**src/hw/fps_pkg.sv**
```systemverilog
/*
 * Shared constants and types for the flash command and status host:
 * register map, flash command codes, status bit positions, pin timing.
 * Assumes a 100 MHz clock and a byte-wide asynchronous flash on the pins.
 */
`default_nettype none
package fps_pkg;
	// ----------------------------------------
	// Timing
	// ----------------------------------------
	localparam int CLK_NS = 10;
	localparam int T_RD_NS = 120; // Read strobe covers the access time
	localparam int T_WP_NS = 50;
	localparam int RD_CYC = (T_RD_NS + CLK_NS - 1) / CLK_NS;
	localparam int WP_CYC = (T_WP_NS + CLK_NS - 1) / CLK_NS;
	localparam int GAP_MS = 10;
	localparam int GAP_CYC = GAP_MS * 1000000 / CLK_NS;

	// ----------------------------------------
	// Register map offsets
	// ----------------------------------------
	localparam logic [7:0] REG_CTRL = 8'h00;
	localparam logic [7:0] REG_ADDR = 8'h04;
	localparam logic [7:0] REG_WDATA = 8'h08;
	localparam logic [7:0] REG_STAT = 8'h0c;
	localparam logic [7:0] REG_RDATA = 8'h10;

	// ----------------------------------------
	// Flash command codes and status bits
	// ----------------------------------------
	localparam logic [18:0] UNLK_A1 = 19'h00555;
	localparam logic [18:0] UNLK_A2 = 19'h002aa;
	localparam logic [7:0] UNLK_D1 = 8'haa;
	localparam logic [7:0] UNLK_D2 = 8'h55;
	localparam logic [7:0] CMD_PROG = 8'ha0;
	localparam logic [7:0] CMD_ERASE_SET = 8'h80;
	localparam logic [7:0] CMD_SECT = 8'h30;
	localparam logic [7:0] CMD_SUSP = 8'hb0;
	localparam logic [7:0] CMD_RESUME = 8'h30;
	localparam logic [7:0] CMD_RESET = 8'hf0;
	localparam int DPOLL_BIT = 7;
	localparam int TOG1_BIT = 6;
	localparam int TMO_BIT = 5;

	typedef enum logic [2:0] {
		OP_READ = 3'h0, OP_PROG = 3'h1, OP_ERASE = 3'h2, OP_SUSP = 3'h3,
		OP_RESUME = 3'h4, OP_RESET = 3'h5, OP_POLL = 3'h6
	} fps_op_t;

	typedef enum logic [4:0] {
		S_IDLE = 5'h01, S_NEXT = 5'h02, S_SETUP = 5'h04, S_STROBE = 5'h08, S_HOLD = 5'h10
	} fps_state_t;

	typedef struct packed {
		logic ce_n;
		logic we_n;
		logic oe_n;
		logic [18:0] addr;
		logic [7:0] dq;
		logic dq_oe;
	} fps_pins_t;

	localparam fps_pins_t PINS_IDLE = '{ce_n: 1'b1, we_n: 1'b1, oe_n: 1'b1,
		addr: 19'h00000, dq: 8'h00, dq_oe: 1'b0};

	typedef struct packed {
		fps_state_t state;
		fps_op_t op;
		logic [2:0] step;
		logic is_rd;
		logic [3:0] tcnt;
		logic [19:0] gap;
		fps_pins_t pins;
		logic [18:0] addr_reg;
		logic [7:0] wdata;
		logic [7:0] rd_cur;
		logic [7:0] rd_prev;
		logic [1:0] nrd;
		logic tmo_seen;
		logic busy;
		logic done;
		logic fail;
		logic susp;
		logic ack;
		logic [31:0] dat;
	} fps_host_t;
endpackage
`default_nettype wire

```
**src/hw/fps_host.sv**
```systemverilog
/*
 * Host controller for a byte-wide flash: runs program, sector erase,
 * suspend, resume, reset and status polling sequences on the flash pins,
 * ordered and observed through a classic Wishbone slave.
 * Assumes flash pins synchronous to clk_i; the bench wires pins_o.dq and fl_dq_i separately, with no shared dq wire.
 */
// Chosen here: the Wishbone register port and the register offsets.
// Overview of operation
// - Poll at program address or erasing sector
// - Take valid byte on read after true
// - Valid address on polling reads; toggle static
// - Wait 10ms after resume before suspending
// - Program: two unlocks, A0, address and data
// - B0 suspends; other commands end load window
`timescale 1ns/10ps
`default_nettype none
module fps_host #(
	parameter int GAP_CYC_P = fps_pkg::GAP_CYC
) (
	input wire logic clk_i,
	input wire logic rst_i,
	input wire logic wb_cyc_i,
	input wire logic wb_stb_i,
	input wire logic wb_we_i,
	input wire logic [7:0] wb_adr_i,
	input wire logic [3:0] wb_sel_i,
	input wire logic [31:0] wb_dat_i,
	output logic [31:0] wb_dat_o,
	output logic wb_ack_o,
	output fps_pkg::fps_pins_t pins_o,
	input wire logic [7:0] fl_dq_i
);
	import fps_pkg::*;

	fps_host_t st;
	fps_host_t nx;

	// ----------------------------------------
	// Command tables
	// ----------------------------------------
	// Number of command writes that each operation issues
	function automatic logic [2:0] nwr(input fps_op_t op);
		unique case (op)
			OP_PROG: nwr = 3'h4;
			OP_ERASE: nwr = 3'h6;
			OP_SUSP, OP_RESUME, OP_RESET: nwr = 3'h1;
			default: nwr = 3'h0;
		endcase
	endfunction

	// Address and data of write number step
	function automatic logic [26:0] cmd_word(input fps_op_t op, input logic [2:0] step,
			input logic [18:0] a, input logic [7:0] d);
		cmd_word = {a, d};
		if (op == OP_SUSP) begin
			cmd_word = {a, CMD_SUSP};
		end else if (op == OP_RESUME) begin
			cmd_word = {a, CMD_RESUME};
		end else if (op == OP_RESET) begin
			cmd_word = {a, CMD_RESET};
		end else if (op == OP_PROG && step == 3'h3) begin
			cmd_word = {a, d};
		end else if (op == OP_ERASE && step == 3'h5) begin
			cmd_word = {a, CMD_SECT};
		end else if (step == 3'h1 || step == 3'h4) begin
			cmd_word = {UNLK_A2, UNLK_D2};
		end else if (step == 3'h2) begin
			cmd_word = {UNLK_A1, (op == OP_PROG) ? CMD_PROG : CMD_ERASE_SET};
		end else begin
			cmd_word = {UNLK_A1, UNLK_D1};
		end
	endfunction

	// ----------------------------------------
	// Next state
	// ----------------------------------------
	always_comb begin
		logic acc;
		logic stable;
		logic polls;
		logic [26:0] cw;
		nx = st;
		acc = wb_cyc_i && wb_stb_i && !st.ack;
		// Two reads with the same first toggle bit: the operation has ended
		stable = (st.nrd == 2'h2) && (st.rd_cur[TOG1_BIT] == st.rd_prev[TOG1_BIT]);
		polls = (st.op == OP_PROG) || (st.op == OP_SUSP) || (st.op == OP_POLL);
		cw = cmd_word(st.op, st.step, st.addr_reg, st.wdata);
		nx.ack = acc;
		if (st.gap != 20'h00000) begin
			nx.gap = st.gap - 20'h00001;
		end

		// Register writes are ignored while an operation runs
		if (acc && wb_we_i && wb_sel_i[0] && !st.busy) begin
			case (wb_adr_i)
				REG_CTRL: if (wb_dat_i[2:0] != 3'h7) begin
					nx.op = fps_op_t'(wb_dat_i[2:0]);
					nx.busy = 1'b1;
					nx.done = 1'b0;
					nx.fail = 1'b0;
					nx.step = 3'h0;
					nx.nrd = 2'h0;
					nx.tmo_seen = 1'b0;
					nx.state = S_NEXT;
				end
				REG_ADDR: nx.addr_reg = wb_dat_i[18:0];
				REG_WDATA: nx.wdata = wb_dat_i[7:0];
				default: ;
			endcase
		end
		if (acc && !wb_we_i) begin
			case (wb_adr_i)
				REG_CTRL: nx.dat = {29'h0, st.op};
				REG_ADDR: nx.dat = {13'h0, st.addr_reg};
				REG_WDATA: nx.dat = {24'h0, st.wdata};
				REG_STAT: nx.dat = {27'h0, st.gap != 20'h00000, st.susp, st.fail, st.done, st.busy};
				REG_RDATA: nx.dat = {24'h0, st.rd_cur};
				default: nx.dat = 32'h0;
			endcase
		end

		// Pin sequencer: address, chip enable, strobe, release
		unique case (st.state)
			S_IDLE: ;
			S_NEXT: begin
				if (st.step < nwr(st.op)) begin
					// Hold a suspend until the post-resume gap has run out
					if (!(st.op == OP_SUSP && st.gap != 20'h00000)) begin
						nx.pins.addr = cw[26:8];
						nx.pins.dq = cw[7:0];
						nx.pins.dq_oe = 1'b1;
						nx.pins.ce_n = 1'b0;
						nx.is_rd = 1'b0;
						nx.state = S_SETUP;
					end
				end else if ((st.op == OP_READ) || polls) begin
					nx.pins.addr = st.addr_reg;
					nx.pins.ce_n = 1'b0;
					nx.is_rd = 1'b1;
					nx.state = S_SETUP;
				end else begin
					nx.busy = 1'b0;
					nx.done = !st.fail;
					nx.state = S_IDLE;
				end
			end
			S_SETUP: begin
				// Strobe falls after chip enable: address latched on this later edge
				nx.pins.we_n = st.is_rd;
				nx.pins.oe_n = !st.is_rd;
				nx.tcnt = st.is_rd ? 4'(RD_CYC - 1) : 4'(WP_CYC - 1);
				nx.state = S_STROBE;
			end
			S_STROBE: begin
				if (st.tcnt != 4'h0) begin
					nx.tcnt = st.tcnt - 4'h1;
				end else begin
					nx.pins.we_n = 1'b1;
					nx.pins.oe_n = 1'b1;
					if (st.is_rd) begin
						nx.rd_prev = st.rd_cur;
						nx.rd_cur = fl_dq_i;
						nx.nrd = (st.nrd == 2'h2) ? 2'h2 : st.nrd + 2'h1;
					end
					nx.state = S_HOLD;
				end
			end
			S_HOLD: begin
				nx.pins.ce_n = 1'b1;
				nx.pins.dq_oe = 1'b0;
				nx.state = S_NEXT;
				if (!st.is_rd) begin
					nx.step = st.step + 3'h1;
					if (st.op == OP_RESUME) begin
						nx.susp = 1'b0;
						nx.gap = 20'(GAP_CYC_P);
					end
				end else begin
					nx.tmo_seen = st.rd_cur[TMO_BIT];
					if (st.op == OP_READ) begin
						nx.busy = 1'b0;
						nx.done = 1'b1;
						nx.state = S_IDLE;
					end else if (stable) begin
						// Final read came after the polling bit turned true
						nx.busy = 1'b0;
						nx.state = S_IDLE;
						if (st.op == OP_PROG) begin
							// A zero in bit 7 or 6 that would not turn to one shows up as a mismatch
							nx.done = (st.rd_cur[7:6] == st.wdata[7:6]);
							nx.fail = (st.rd_cur[7:6] != st.wdata[7:6]);
						end else begin
							nx.done = 1'b1;
							nx.susp = (st.op == OP_SUSP) && st.rd_cur[DPOLL_BIT];
						end
					end else if (st.tmo_seen) begin
						// Still toggling after the timeout flag: abort with reset
						nx.fail = 1'b1;
						nx.op = OP_RESET;
						nx.step = 3'h0;
					end
				end
			end
		endcase
	end

	// ----------------------------------------
	// State register
	// ----------------------------------------
	always_ff @(posedge clk_i) begin
		if (rst_i) begin
			st <= '0;
			st.state <= S_IDLE;
			st.pins <= PINS_IDLE;
		end else begin
			st <= nx;
		end
	end

	assign wb_dat_o = st.dat;
	assign wb_ack_o = st.ack;
	assign pins_o = st.pins;
endmodule // fps_host
`default_nettype wire

```
**config.mk**
```make
export PLATFORM = sky130hd
export DESIGN_NAME = fps_host
export DESIGN_NICKNAME = d
export VERILOG_FILES = /design/src/hw/fps_pkg.sv /design/src/hw/fps_host.sv
export SDC_FILE = /design/constraint.sdc
export NUM_CORES = 1
export LEC_CHECK = 0
export ABC_AREA = 1
export ABC_CLOCK_PERIOD_IN_PS = 3200
export BUFFER_PORTS_ARGS = -buffer_cell sky130_fd_sc_hd__buf_2
export CORE_MARGIN = 3
export CORE_UTILIZATION = 30
export DETAILED_ROUTE_END_ITERATION = 8
export PLACE_DENSITY = 0.47
export SLEW_MARGIN = 15
export SYNTH_ARGS = -nofsm -noshare
export SYNTH_HDL_FRONTEND = slang
export SYNTH_SLANG_ARGS = --single-unit
export TNS_END_PERCENT = 30
```
**constraint.sdc**
```tcl
create_clock -name clk_i -period 3.2 [get_ports clk_i]
set_input_delay 0.32 -clock clk_i [delete_from_list [all_inputs] [get_ports clk_i]]
set_output_delay 0.32 -clock clk_i [all_outputs]
set_load 0.01 [all_outputs]
```
==> summary.md <==
| Metric | Value |
|---|---|
| Row count | `54` |
| Syn Inst Count | `937` |
| WP data required | `3.51 ns` |
| RSZ-0062 raised after global routing | `no` |
| Layout area overhead | `12.8%` |
| Crit Path Max Fanout | `14` |
| Switch Pwr | `1.59 mW` |
| Post-synth cell types | `42` |
| Clock sinks | `130` |
| Most frequent CP cell | `nand2_1` |
| Cell family with most CP delay | `simple AND/OR/NAND/NOR gates` |
| Post-CTS setup buffers | `0` |
| Final ANT Viol Nets | `0` |
| Fraction of layout cells with a size suffix above 1 | `17.2%` |
| Fmax | `379 MHz` |
| CTS Hold Bufs | `0` |
| Seq pwr share | `37.1%` |
| Hold slack | `0.116 ns` |
| Tcrit/Tclk final | `82.5%` |
| Placer Congestion | `0.844` |
| Die height | `155 µm` |
| P per Cell Area | `654 nW/µm²` |
| Fin nets | `1037` |
| Hold Fails Final Rpt | `0` |
| Rel. slew slack | `44.1%` |
| Peak VDD IR | `286 µV` |
| Clk pwr share | `41.7%` |
| Vias in the first global route | `5460` |
| Largest stage delay, worst path | `0.48 ns` |
| First-pass GRT wire length | `29.1 mm` |
| # H-tree levels | `4` |
| EDFF count, synth | `0` |
| Routed WL per cell | `14.1 µm` |
| Final setup vio count | `0` |
| Inserted Clock Buffers | `17` |
| Lkg Pwr | `3.33 nW` |
| Largest net degree at the start of global routing | `55` |
| Final core utilization | `34.5%` |
| Synth async-reset ratio | `0%` |
| Core box area | `21900 µm²` |
| Post-DP HPWL | `13.2 mm` |
| Vias per cell | `4.53` |
| Crit Path Category | `reg -> reg` |
| GRT Util Overall | `15.0%` |
| Power share of the combinational group | `21.3%` |
| Sequential share of the synthesized area | `38.9%` |
| Post-Route WL | `17.8 mm` |
| Initial antenna violation count | `0` |
| CP Launch Type | `register` |
| Port bufs | `91` |
| CTS tree | `yes` |
| Reg clk slew, reported paths | `0.07 ns` |
| Syn Std Cell Area | `6690 µm²` |
| Arrival time worst endpoint | `2.95 ns` |
| Buf/Inv on CP | `3` |
| Antenna cells | `0` |
| Min Tclk post-route | `2.64 ns` |
| Most used DFF post-synth | `dfxtp_1` |
| Starting Density | `30.6%` |
| 1st-iter DRT viols | `248` |
| Drt pass-1 iters | `4` |
| Crit path capture type | `register` |
| Final setup TNS | `0 ns` |
| Worst-path cell chain | `nand2_1 > nor2_1 > inv_1 > nand2_1 > inv_1 > ha_1 > a21o_1 > inv_1 > nand2_2 > nand2_1 > nand2_2 > nor2_4 > nand2_1 > a21oi_1 > nor2_1` |
| Chip width | `155 µm` |
| PostCTS Resize Cnt | `0` |
| Vias | `5716` |
| Worst path slowest cell | `dfxtp_1` |
| Syn avg cell area | `7.14 µm²` |
| DP Area | `6930 µm²` |
| Clock Tree Buf Depth | `2` |
| Die ar. | `24100 µm²` |
| IO Pins | `121` |
| Clk Latency, worst-skew pair | `0.43 ns` |
| Final instance area | `7550 µm²` |
| GRT Residual Overflow | `0` |
| Fin. max-slew vios | `0` |
| DRC viols | `0` |
| Hold Crit Class | `in -> reg` |
| Clk Tree Root Cell | `clkbuf_16` |
| Post-Route Skew | `0.0153 ns` |
| Commonest non-fill, non-tap cell in the layout | `nand2_1` |
| Pre-CTS setup slack | `0.544 ns` |
| Worst Slack Setup Final | `0.561 ns` |
| Run status | `complete, no violations` |
| Commonest non-fill, non-tap cells in the layout | `nand2_1, dfxtp_1, nor2_1` |
| Pin slew with the least headroom to its limit | `0.836 ns` |
| Power Internal | `3.35 mW` |
| Post-synthesis register bit count | `130` |
| Sw frac | `32.2%` |
| Synth warn | `0` |
| Max_cap viols | `0` |
==> layout make-up <==
cell class                      instances  area [µm²]
Clock buffer                           18         429
Clock inverter                         14         189
Fill cell                            2434       14300
Inverter                              106         400
Multi-Input combinational cell        619        3090
Sequential cell                       130        2600
Tap cell                              280         350
Timing Repair Buffer                   95         485
==> stage by stage <==
stage / total power [mW] / std cells
global placement: 2.92 / 1230
finish: 4.94 / 1262
CTS: 4.99 / 1262
global route: 5.23 / 1262
detailed placement: 2.92 / 1230
floorplan: 2.67 / 949
==> cell families (layout without fill, tap and decap cells) <==
family	after synthesis	after routing	share of synthesized area, %
buf+inv	200	233	15.5
other cells	1	13	0.0560
xor+xnor	12	12	1.57
compound gates	217	217	17.6
flops	130	130	38.9
simple gates	366	366	24.3
fa+ha+maj	11	11	2.06
==> power by group through the flow <==
stage | Sequential (mW) | Clock [mW] | Combinational [mW]
detailed placement | 1.87 | 0 | 1.05
floorplan | 1.84 | 0 | 0.832
global route | 1.85 | 2.17 | 1.21
CTS | 1.83 | 2.10 | 1.06
finish | 1.83 | 2.06 | 1.05
global placement | 1.87 | 0 | 1.05
==> final timing paths <==
kind	start	endpoint	slack [ns]	cells past startpoint
worst max register to register	st[142]	pins_o[17]	0.56	15
worst max-delay path	st[142]	pins_o[17]	0.56	15
worst min register to register	st[52]	st[52]	0.46	2
worst min-delay path	wb_dat_i[8]	st[72]	0.12	3
==> state kept, by name, summed over array words and instances (netlist names) <==
| name | count |
|---|---|
| pins_o | 31 |
| wb_dat_o | 19 |
| wb_ack_o | 1 |
| st | 79 |
==> tightest hold or removal path: stages <==
cell and delay (ns):
buf_2 0.07, nor2_1 0.03, nor2_1 0.08
==> per-layer routing <==
metal / up-vias / routed length [µm] / GRT usage [%]
met4: 0 / 160 / 3.50
met3: 9 / 601 / 3.53
met5: - / 0 / 0
met1: 2545 / 9510 / 21.8
li1: 3061 / - / -
met2: 101 / 7530 / 22.4
==> cell usage after synthesis, types with 2 or more instances <==
cell	number	area [µm²]
nand4_1	10	62.6
dfxtp_1	130	2600
nand3_1	37	185
nor4_1	2	12.5
buf_4	64	480
nor2_4	5	56.3
o21ai_0	82	410
a21oi_1	89	445
a31oi_1	5	31.3
o21ai_1	7	35.0
nor2_1	123	462
a22o_1	3	26.3
nor2_2	14	87.6
ha_1	11	138
clkbuf_1	16	60.1
buf_6	5	56.3
nand2_2	8	50.1
buf_2	7	35.0
xnor2_1	3	26.3
nor3_1	12	60.1
inv_1	99	372
a211oi_1	11	82.6
o211ai_1	7	52.6
o22ai_1	8	50.1
nand2_4	2	22.5
nand2_1	146	548
xor2_1	9	78.8
clkinv_1	2	7.51
nand3_2	3	30.0
buf_1	2	7.51
inv_2	4	15.0
No activity file was read; power rests on OpenSTA's default activity.
